--- config.mk ---
export PLATFORM = sky130hd
export DESIGN_NAME = remappable_input_select
export DESIGN_NICKNAME = d
export VERILOG_FILES = /design/src/logic/pin_select_pkg.sv /design/src/logic/pin_route.sv /design/src/logic/remappable_input_select.sv
export SDC_FILE = /design/constraint.sdc
export NUM_CORES = 1
export LEC_CHECK = 0
export BUFFER_PORTS_ARGS = -buffer_cell sky130_fd_sc_hd__buf_4
export CORE_UTILIZATION = 38
export DETAILED_ROUTE_END_ITERATION = 6
export PLACE_DENSITY = 0.59
export SYNTH_ARGS = -nofsm -noshare
export SYNTH_HDL_FRONTEND = slang
export SYNTH_SLANG_ARGS = --single-unit
--- constraint.sdc ---
create_clock -name i_mclk -period 2.54 [get_ports i_mclk]
set_clock_uncertainty 0.1 [all_clocks]
set_input_delay 0.381 -clock i_mclk [delete_from_list [all_inputs] [get_ports i_mclk]]
set_output_delay 0.381 -clock i_mclk [all_outputs]
set_load 0.03 [all_outputs]
--- src/logic/pin_select_pkg.sv ---
// Purpose: constants for the remappable input selector block
// Assumes: 16-bit selector registers on a plain strobe port, 31 remappable pins
// Notes: register indices are word offsets on the local port
// What this block does
// - selector code all ones ties the peripheral input low
// - code 11110 selects remappable pin 30, the highest pin
// - codes below all ones select the pin whose index equals the code
// - pwm1 fault input follows selector in bits 4 down to 0
// - bits 15 down to 5 of single-selector registers read zero, ignore writes
// - reset loads ones into every selector bit, tying all inputs low
// - selectors read back the last written value or the reset value
package pin_select_pkg;
    localparam int unsigned ADDR_W      = 4;
    localparam int unsigned DATA_W      = 16;
    localparam int unsigned SEL_W       = 5;
    localparam int unsigned PIN_COUNT   = 31;
    localparam int unsigned INPUT_COUNT = 5;

    localparam logic [ADDR_W-1:0] CAPTURE78_INPUT_SELECT_ADDR     = 4'h0;
    localparam logic [ADDR_W-1:0] COMPARE_FAULT_INPUT_SELECT_ADDR = 4'h1;
    localparam logic [ADDR_W-1:0] PWM1_FAULT_INPUT_SELECT_ADDR    = 4'h2;
    localparam logic [ADDR_W-1:0] PWM2_FAULT_INPUT_SELECT_ADDR    = 4'h3;

    localparam int unsigned LOW_SEL_LSB  = 0;
    localparam int unsigned HIGH_SEL_LSB = 8;

    localparam logic [SEL_W-1:0] SEL_TIED_LOW = 5'h1F;
    localparam logic [SEL_W-1:0] SEL_RESET    = 5'h1F;
endpackage

--- src/logic/pin_route.sv ---
`timescale 1ns/1ps
// Purpose: one registered pin multiplexer for a remapped peripheral input
// Assumes: pins synchronous to i_mclk
// Notes: output registered, so it lags the pin by one cycle
module pin_route
#(
    parameter int unsigned PINS = pin_select_pkg::PIN_COUNT
) (
    input  wire logic                             i_mclk,   // system clock
    input  wire logic                             i_reset,  // synchronous reset, high
    input  wire logic [pin_select_pkg::SEL_W-1:0] i_sel,    // selector code
    input  wire logic [PINS-1:0]                  i_pins,   // remappable pin levels
    output logic                                  o_level   // routed level
);
    import pin_select_pkg::*;

    always_ff @(posedge i_mclk) begin
        if (i_reset) begin
            o_level <= 1'b0;
        end else if (i_sel == SEL_TIED_LOW || 32'(i_sel) >= PINS) begin
            o_level <= 1'b0;
        end else begin
            o_level <= i_pins[i_sel];
        end
    end
endmodule

--- src/logic/remappable_input_select.sv ---
`timescale 1ns/1ps
// Purpose: input selector registers and routing for capture, compare fault, pwm faults
// Assumes: read data stands one cycle after the read strobe; unmapped reads return zero
// Notes: each routed input lags its pin by one clock
module remappable_input_select
#(
    parameter int unsigned PINS = pin_select_pkg::PIN_COUNT
) (
    input  wire logic                        i_mclk,            // system clock
    input  wire logic                        i_reset,           // synchronous reset, high
    input  wire logic [pin_select_pkg::ADDR_W-1:0] i_addr,      // register index
    input  wire logic [pin_select_pkg::DATA_W-1:0] i_wdata,     // write data
    input  wire logic                        i_wr,              // write strobe
    input  wire logic                        i_rd,              // read strobe
    input  wire logic [PINS-1:0]             i_remappable_pin_n,// pin levels
    output logic [pin_select_pkg::DATA_W-1:0] o_rdata,          // read data
    output logic                             o_capture7_input,  // to capture 7
    output logic                             o_capture8_input,  // to capture 8
    output logic                             o_compare_fault_input, // to compare fault
    output logic                             o_pwm1_fault_input,    // to pwm1 fault
    output logic                             o_pwm2_fault_input     // to pwm2 fault
);
    import pin_select_pkg::*;

    logic [SEL_W-1:0] capture7_pin_selector_q;
    logic [SEL_W-1:0] capture8_pin_selector_q;
    logic [SEL_W-1:0] compare_fault_pin_selector_q;
    logic [SEL_W-1:0] pwm1_fault_pin_selector_q;
    logic [SEL_W-1:0] pwm2_fault_pin_selector_q;
    logic [DATA_W-1:0] rdata_d;
    logic [INPUT_COUNT-1:0] routed;
    logic [SEL_W-1:0] sels [INPUT_COUNT];

    // upper field bits never stored, so they cannot read back
    always_ff @(posedge i_mclk) begin
        if (i_reset) begin
            capture7_pin_selector_q      <= SEL_RESET;
            capture8_pin_selector_q      <= SEL_RESET;
            compare_fault_pin_selector_q <= SEL_RESET;
            pwm1_fault_pin_selector_q    <= SEL_RESET;
            pwm2_fault_pin_selector_q    <= SEL_RESET;
        end else if (i_wr) begin
            if (i_addr == CAPTURE78_INPUT_SELECT_ADDR) begin
                capture7_pin_selector_q <= i_wdata[LOW_SEL_LSB +: SEL_W];
                capture8_pin_selector_q <= i_wdata[HIGH_SEL_LSB +: SEL_W];
            end else if (i_addr == COMPARE_FAULT_INPUT_SELECT_ADDR) begin
                compare_fault_pin_selector_q <= i_wdata[LOW_SEL_LSB +: SEL_W];
            end else if (i_addr == PWM1_FAULT_INPUT_SELECT_ADDR) begin
                pwm1_fault_pin_selector_q <= i_wdata[LOW_SEL_LSB +: SEL_W];
            end else if (i_addr == PWM2_FAULT_INPUT_SELECT_ADDR) begin
                pwm2_fault_pin_selector_q <= i_wdata[LOW_SEL_LSB +: SEL_W];
            end
        end
    end

    always_comb begin
        rdata_d = '0;
        if (i_addr == CAPTURE78_INPUT_SELECT_ADDR) begin
            rdata_d[LOW_SEL_LSB +: SEL_W]  = capture7_pin_selector_q;
            rdata_d[HIGH_SEL_LSB +: SEL_W] = capture8_pin_selector_q;
        end else if (i_addr == COMPARE_FAULT_INPUT_SELECT_ADDR) begin
            rdata_d[LOW_SEL_LSB +: SEL_W] = compare_fault_pin_selector_q;
        end else if (i_addr == PWM1_FAULT_INPUT_SELECT_ADDR) begin
            rdata_d[LOW_SEL_LSB +: SEL_W] = pwm1_fault_pin_selector_q;
        end else if (i_addr == PWM2_FAULT_INPUT_SELECT_ADDR) begin
            rdata_d[LOW_SEL_LSB +: SEL_W] = pwm2_fault_pin_selector_q;
        end
    end

    // read data held only in the cycle after the strobe, zero otherwise
    always_ff @(posedge i_mclk) begin
        if (i_reset) begin
            o_rdata <= '0;
        end else if (i_rd) begin
            o_rdata <= rdata_d;
        end else begin
            o_rdata <= '0;
        end
    end

    assign sels[0] = capture7_pin_selector_q;
    assign sels[1] = capture8_pin_selector_q;
    assign sels[2] = compare_fault_pin_selector_q;
    assign sels[3] = pwm1_fault_pin_selector_q;
    assign sels[4] = pwm2_fault_pin_selector_q;

    for (genvar g = 0; g < INPUT_COUNT; g++) begin : g_route
        pin_route #(
            .PINS (PINS)
        ) u_route (
            .i_mclk  (i_mclk),
            .i_reset (i_reset),
            .i_sel   (sels[g]),
            .i_pins  (i_remappable_pin_n),
            .o_level (routed[g])
        );
    end

    // outputs straight from the route flops
    assign o_capture7_input      = routed[0];
    assign o_capture8_input      = routed[1];
    assign o_compare_fault_input = routed[2];
    assign o_pwm1_fault_input    = routed[3];
    assign o_pwm2_fault_input    = routed[4];

    property p_tied_low;
        @(posedge i_mclk) disable iff (i_reset)
        (pwm2_fault_pin_selector_q == SEL_TIED_LOW) |=> !o_pwm2_fault_input;
    endproperty
    a_tied_low: assert property (p_tied_low) else $error("tied-low input not low");

    property p_pin30;
        @(posedge i_mclk) disable iff (i_reset)
        (compare_fault_pin_selector_q == 5'h1E) |=>
            (o_compare_fault_input == $past(i_remappable_pin_n[30]));
    endproperty
    a_pin30: assert property (p_pin30) else $error("code 1E not routed to pin 30");

    property p_index;
        @(posedge i_mclk) disable iff (i_reset)
        (capture7_pin_selector_q != SEL_TIED_LOW) |=>
            (o_capture7_input == $past(i_remappable_pin_n[capture7_pin_selector_q]));
    endproperty
    a_index: assert property (p_index) else $error("capture7 routes wrong pin");

    property p_pwm1_write;
        @(posedge i_mclk) disable iff (i_reset)
        (i_wr && i_addr == PWM1_FAULT_INPUT_SELECT_ADDR) |=>
            (pwm1_fault_pin_selector_q == $past(i_wdata[4:0]));
    endproperty
    a_pwm1_write: assert property (p_pwm1_write) else $error("pwm1 selector not loaded");

    property p_upper_zero;
        @(posedge i_mclk) disable iff (i_reset)
        (i_rd && i_addr == PWM2_FAULT_INPUT_SELECT_ADDR) |=> (o_rdata[15:5] == 11'h000);
    endproperty
    a_upper_zero: assert property (p_upper_zero) else $error("unimplemented bits nonzero");

    // checked at the release edge only: before the first edge the selectors are still unknown
    property p_reset_ones;
        @(posedge i_mclk) (!i_reset && $past(i_reset)) |->
            (capture7_pin_selector_q == 5'h1F && capture8_pin_selector_q == 5'h1F &&
             compare_fault_pin_selector_q == 5'h1F &&
             pwm1_fault_pin_selector_q == 5'h1F && pwm2_fault_pin_selector_q == 5'h1F);
    endproperty
    a_reset_ones: assert property (p_reset_ones) else $error("selector not ones after reset");

    property p_readback;
        @(posedge i_mclk) disable iff (i_reset)
        (i_wr && i_addr == CAPTURE78_INPUT_SELECT_ADDR) ##1
            (i_rd && i_addr == CAPTURE78_INPUT_SELECT_ADDR && !i_wr) |=>
            (o_rdata == ($past(i_wdata, 2) & 16'h1F1F));
    endproperty
    a_readback: assert property (p_readback) else $error("readback differs from write");

    property p_capture8;
        @(posedge i_mclk) disable iff (i_reset)
        (capture8_pin_selector_q == 5'h00) |=> (o_capture8_input == $past(i_remappable_pin_n[0]));
    endproperty
    a_capture8: assert property (p_capture8) else $error("capture8 not following pin 0");

    property p_reset_outs;
        @(posedge i_mclk) (!i_reset && $past(i_reset)) |->
            (o_rdata == 16'h0000 && routed == 5'h00);
    endproperty
    a_reset_outs: assert property (p_reset_outs)
        else $error("outputs not low after reset");

    property p_rdata_idle;
        @(posedge i_mclk) disable iff (i_reset)
        !i_rd |=> (o_rdata == 16'h0000);
    endproperty
    a_rdata_idle: assert property (p_rdata_idle)
        else $error("read data present without a read");

    property p_capture78_gaps;
        @(posedge i_mclk) disable iff (i_reset)
        (i_rd && i_addr == CAPTURE78_INPUT_SELECT_ADDR) |=>
            (o_rdata[15:13] == 3'h0 && o_rdata[7:5] == 3'h0);
    endproperty
    a_capture78_gaps: assert property (p_capture78_gaps)
        else $error("capture register gap bits nonzero");

    property p_single_upper_zero;
        @(posedge i_mclk) disable iff (i_reset)
        (i_rd && (i_addr == COMPARE_FAULT_INPUT_SELECT_ADDR ||
                  i_addr == PWM1_FAULT_INPUT_SELECT_ADDR)) |=> (o_rdata[15:5] == 11'h000);
    endproperty
    a_single_upper_zero: assert property (p_single_upper_zero)
        else $error("single selector upper bits nonzero");

    property p_capture_write;
        @(posedge i_mclk) disable iff (i_reset)
        (i_wr && i_addr == CAPTURE78_INPUT_SELECT_ADDR) |=>
            (capture7_pin_selector_q == $past(i_wdata[4:0]) &&
             capture8_pin_selector_q == $past(i_wdata[12:8]));
    endproperty
    a_capture_write: assert property (p_capture_write)
        else $error("capture selectors not loaded");

    property p_compare_write;
        @(posedge i_mclk) disable iff (i_reset)
        (i_wr && i_addr == COMPARE_FAULT_INPUT_SELECT_ADDR) |=>
            (compare_fault_pin_selector_q == $past(i_wdata[4:0]));
    endproperty
    a_compare_write: assert property (p_compare_write)
        else $error("compare selector not loaded");

    property p_pwm2_write;
        @(posedge i_mclk) disable iff (i_reset)
        (i_wr && i_addr == PWM2_FAULT_INPUT_SELECT_ADDR) |=>
            (pwm2_fault_pin_selector_q == $past(i_wdata[4:0]));
    endproperty
    a_pwm2_write: assert property (p_pwm2_write)
        else $error("pwm2 selector not loaded");

    // selectors may only move on a write; anything else would reroute an input silently
    property p_sel_hold;
        @(posedge i_mclk) disable iff (i_reset)
        !i_wr |=> ($stable(capture7_pin_selector_q) && $stable(capture8_pin_selector_q) &&
                   $stable(compare_fault_pin_selector_q) &&
                   $stable(pwm1_fault_pin_selector_q) && $stable(pwm2_fault_pin_selector_q));
    endproperty
    a_sel_hold: assert property (p_sel_hold)
        else $error("selector changed without a write");

    property p_capture7_tied;
        @(posedge i_mclk) disable iff (i_reset)
        (capture7_pin_selector_q == SEL_TIED_LOW) |=> !o_capture7_input;
    endproperty
    a_capture7_tied: assert property (p_capture7_tied)
        else $error("capture7 not tied low");

    property p_capture8_tied;
        @(posedge i_mclk) disable iff (i_reset)
        (capture8_pin_selector_q == SEL_TIED_LOW) |=> !o_capture8_input;
    endproperty
    a_capture8_tied: assert property (p_capture8_tied)
        else $error("capture8 not tied low");

    property p_compare_tied;
        @(posedge i_mclk) disable iff (i_reset)
        (compare_fault_pin_selector_q == SEL_TIED_LOW) |=> !o_compare_fault_input;
    endproperty
    a_compare_tied: assert property (p_compare_tied)
        else $error("compare fault not tied low");

    property p_pwm1_index;
        @(posedge i_mclk) disable iff (i_reset)
        (pwm1_fault_pin_selector_q != SEL_TIED_LOW) |=>
            (o_pwm1_fault_input == $past(i_remappable_pin_n[pwm1_fault_pin_selector_q]));
    endproperty
    a_pwm1_index: assert property (p_pwm1_index)
        else $error("pwm1 fault routes wrong pin");

    property p_pwm2_index;
        @(posedge i_mclk) disable iff (i_reset)
        (pwm2_fault_pin_selector_q != SEL_TIED_LOW) |=>
            (o_pwm2_fault_input == $past(i_remappable_pin_n[pwm2_fault_pin_selector_q]));
    endproperty
    a_pwm2_index: assert property (p_pwm2_index)
        else $error("pwm2 fault routes wrong pin");

    property p_compare_index;
        @(posedge i_mclk) disable iff (i_reset)
        (compare_fault_pin_selector_q != SEL_TIED_LOW) |=>
            (o_compare_fault_input == $past(i_remappable_pin_n[compare_fault_pin_selector_q]));
    endproperty
    a_compare_index: assert property (p_compare_index)
        else $error("compare fault routes wrong pin");
endmodule

# Word-level counts from Yosys, hierarchy flattened
# Cells that the tools add are included.
# word_totals
output_inout_bits	21
in_bits	55
register_bits	46
wordCells	66
# classes
order_cmp	10
reduce_logical	17
muxes	14
eq_ne	8
n_bitwise	4
# op_table
op	count
< comparator 5 x 6 -> 1 bit, second input constant	5
binary-select mux 1 bit (select 5 bit)	5
equality test 5 bit, second input constant	5
>= comparator 5 bit, second input constant	5
two-way mux 5 bit	4
OR reduction 2 bit	6
equality test 4 x 2 -> 1 bit, second input constant	2
logical OR 1 bit	5
two-way mux 1 bit	5
AND reduction 5 bit	1
equality test 4 x 1 -> 1 bit, second input constant	1
zero test 4 bit	1
inverter 1 bit	4
AND reduction 4 bit	1
AND reduction 3 bit	1
OR reduction 3 bit	1
AND reduction 2 bit	1

# Logic depth before layout (Yosys ltp)
# depth
word_depth	5
depth_mapped	7
depth_no_buf	5

# By module
# Synthesis repeated with hierarchy kept, for this count alone.
# unflattened
cells_unflattened	287
area_unflattened_um2	3094.2
# by_module_without_submodules
module	n_inst	cells_each	seq_area_each_um2	area_per_inst_um2
pin_route	5	29	20.0	325.3
remappable_input_select	1	142	700.7	1467.7

# Worst setup path after synthesis
# OpenSTA, ideal clock, no wires.
# synth_path
kind	register to register
start	register capture8_pin_selector_q[0]
end	register g_route[1].u_route.o_level
synth_period_minus_slack_ns	1.870
t_arrival_ns	1.653
setup_ns	0.116
path_buffers	1
path_stages_with_launch	5
required_ns	2.324
path_slack_ns	0.670
path_cell_list	dfxtp_1 > buf_6 > mux4_1 > mux4_2 > o211a_1
# synth_via
elab_chain_cells	3
word_cells_on_any_way	6
cone_classes	1 x order compare; 1 x eq/ne; 2 x mux; 2 x reduce/logical
# synth_rtl
element	line_no	text
start: declaration	remappable_input_select.sv:26	logic [SEL_W-1:0] capture8_pin_selector_q;
start signal: assignment	remappable_input_select.sv:45	capture8_pin_selector_q <= i_wdata[HIGH_SEL_LSB +: SEL_W];
>= comparator 5 bit or equality test 5 bit (tied branches)	pin_route.sv:20	end else if (i_sel == SEL_TIED_LOW || 32'(i_sel) >= PINS) begin
logical OR 1 bit	pin_route.sv:20	
OR reduction 2 bit (no source line)	n/a	
end signal: assignment	pin_route.sv:23	o_level <= i_pins[i_sel];
end: declaration	pin_route.sv:13	output logic o_level
# Parallel ways exist; a longest one is shown, timed or not. The select of a mux whose other input is x is not followed.
# A chain may end at the register's enable or synchronous reset.

# Worst setup path after layout
# Ends and elaborated chain as after synthesis.

==> impl_results.md <==
* Outcome: complete, no violations
* Slew at the pin closest to its max-slew limit at 0.702 ns
* Yosys reg bits at 40
* Worst hold slack at 0.207 ns
* Detailed Place HPWL at 6.09 mm
* Antenna violation net count after detailed routing at 0
* WL met2 at 3.86 mm
* Vias in the first global route at 2341
* Highest metal used: met4
* Crit-path max cell delay at 0.60 ns
* Most common cell after layout, fill and taps aside: buf_4
* Multi-input logic area at 0.00196 sq mm
* Switching portion of total power at 23.8%
* Sequential cell area at 801 sq um
* Seq/Total Area, Yosys at 27.3%
* Avg Inst Size Synth at 10.2 sq um
* I/O Pins at 76
* Combinational power share at 18.5%
* Crit path buf inv count at 0
* GP Congestion at 0.875
* GRT overflow at 0
* Clock latency at the later pin of the worst-skew pair at 0.29 ns
* Tot Pwr at 1.55 mW
* Worst rel slew slack at 53.2%
* Crit-path cells: mux4_1 > mux4_2 > o211a_1
* Worst VDD drop at 356 uV
* Slowest CP cell: mux4_1
* Final Max Tran Viols at 0
* Layout cells sized above 1 at 31.8%
* DRC at 0
* Average routed wire per standard cell at 18.4 microns
* CTS Sinks at 40
* H-tree levels at 2
* Gates resized, CTS repair at 0
* Startpoint types: register
* Routed WL at 7.99 mm
* Num rows at 31
* Clk pwr share at 38.5%
* CTS tree: built
* Max-Cap Viols at 0
* Max clock buf depth at 2
* Core ar. at 0.00737 sq mm
* Die X at 89.9 microns
* CTS Hold Bufs at 0
* Post-DP Area at 0.00343 sq mm
* Min-delay worst type: primary input to register
* Cts bufs inserted at 5
* Number of vias per cell at 5.75
* PD cells at 436 mW/mm^2
* Die Ht at 89.9 microns
* Synth Instances at 288
* Seq pwr share at 42.9%
* Synth warn at 0
* Via Count at 2502
* Routed wl met3 at 515 microns
* Setup bufs post-CTS at 0
* Crit share post-route at 79.5%
* Fillers at 707
* Initial DRC count at 180
* Peak Freq at 495 MHz
* Root Buffer: clkbuf_8
* Crit Path Class: register to register
* Worst Path Arrival at 2.10 ns
* Wire length on met1 at 3.54 mm
* CP Max Fanout at 7
* Final setup vio count at 0
* Commonest cells after routing, fill and taps aside: buf_4 (68), dfxtp_1 (40), mux4_2 (25), mux2i_1 (25), nand2_1 (23)
* Worst Setup End Kind: register
* Initial antenna violation count at 0
* CP delay by family, top: multiplexers
* RSZ-0062 raised after global routing: false
* First-pass GRT wire length at 12.7 mm
* CP required at 2.62 ns
* Largest net degree at the start of global routing at 32
* Die area at 0.00808 sq mm
* GRT Util Overall at 20.0%
* Leak at 1.60 nW
* NetSw at 0.369 mW
* Port Buf Inserts at 63
* Final Critical Period at 2.02 ns
* Clock-pin slew on the worst setup and hold paths at 0.07 ns
* Initial DRT Pass Iterations at 4
* Area growth syn-to-layout at 21.2%
* Nets at 391
* Hold Fails Final Rpt at 0
* N_diodes at 0
* Syn Std Cell Area at 0.00293 sq mm
* Initial Util at 39.8%
* Design area at 0.00356 sq mm
* Library cells used by synthesis at 38
* Internal at 1.18 mW
* Total negative slack at 0 ns
==> registers in the layout, summed over array words and instances (netlist names) <==
register and cells:
compare_fault_pin_selector_q 5, pwm2_fault_pin_selector_q 5, capture7_pin_selector_q 5, o_rdata 10, g_route.u_route.o_level 5, capture8_pin_selector_q 5
pwm1_fault_pin_selector_q 5
==> worst paths after layout <==
kind,startpoint,slack (ns),cells past startpoint,endpoint
hold reg to reg,pwm1_fault_pin_selector_q[0]$_SDFFE_PP1P_,0.37,1,pwm1_fault_pin_selector_q[0]$_SDFFE_PP1P_
hold / removal,i_wdata[12],0.21,3,capture8_pin_selector_q[4]$_SDFFE_PP1P_
setup reg to reg,capture8_pin_selector_q[0]$_SDFFE_PP1P_,0.52,3,g_route[1].u_route.o_level$_SDFF_PP0_
setup / recovery,capture8_pin_selector_q[0]$_SDFFE_PP1P_,0.52,3,g_route[1].u_route.o_level$_SDFF_PP0_
==> layout make-up <==
type | count | share of cell area, %
well taps | 99 | 3.48
inverters | 8 | 0.844
multi-input cells | 213 | 55.2
flip-flops and latches | 40 | 22.5
repair buffers | 68 | 14.4
clock buffers | 5 | 1.93
clock inverters | 2 | 1.69
==> metrics by stage <==
| step | instances | setup slack, ns | util (%) |
|---|---|---|---|
| floorplan | 293 | 0.670 | - |
| global placement | 428 | 0.452 | 46.5 |
| detailed placement | 428 | 0.499 | 46.5 |
| CTS | 435 | 0.505 | 48.3 |
| global route | 435 | 0.471 | 48.3 |
| finish | 435 | 0.521 | 48.3 |
==> per-layer routing <==
layer  track usage [%]  up-vias
met1              28.3     1217
met5                 0        -
met4              4.44        0
li1                  -     1187
met2              31.9       88
met3              3.89       10
==> kinds of logic (layout without fill, tap and decap cells) <==
kind of cell	after synthesis	count (layout)	synth area share [%]
other	1	6	0.128
AOI/OAI and AO/OA	54	54	14.6
and+or+nand+nor	94	94	17.3
muxes	59	59	34.2
DFF	40	40	27.3
buffers and inverters	40	83	6.44
==> worst reg2reg max path, stage by stage (launching register included) <==
cell and delay (ns):
dfxtp_1 0.54, mux4_1 0.61, mux4_2 0.45, o211a_1 0.22
==> power by group through the flow <==
stage	Combinational [mW]	Sequential [mW]	Clock [mW]
floorplan	0.176	0.671	0
global placement	0.282	0.681	0
detailed placement	0.285	0.681	0
CTS	0.286	0.667	0.616
global route	0.308	0.670	0.644
finish	0.288	0.667	0.598
==> synth_stat cells, drive strengths merged <==
cell / instances / area share (%)
a211o: 16 / 4.8
a211oi: 6 / 1.5
a311oi: 1 / 0.30
a31o: 2 / 0.60
a31oi: 7 / 1.5
a32o: 2 / 0.68
a32oi: 2 / 0.60
and2: 6 / 1.3
and3: 2 / 0.43
buf: 16 / 3.4
clkbuf: 16 / 2.0
conb: 1 / 0.13
dfxtp: 40 / 27
inv: 8 / 1.0
mux2: 3 / 1.2
mux2i: 25 / 8.5
mux4: 31 / 25
nand2: 23 / 2.9
nand2b: 3 / 0.64
nand3: 1 / 0.17
nand3b: 17 / 4.3
nand4: 1 / 0.21
nor2: 18 / 2.3
nor2b: 17 / 3.6
nor3: 4 / 0.68
nor3b: 1 / 0.26
o2111ai: 4 / 1.2
o211a: 2 / 0.68
o211ai: 6 / 1.5
o21ai: 4 / 0.68
o22ai: 1 / 0.21
o311a: 1 / 0.34
or4b: 1 / 0.34
Note: power is estimated with default switching activity, not from simulation.
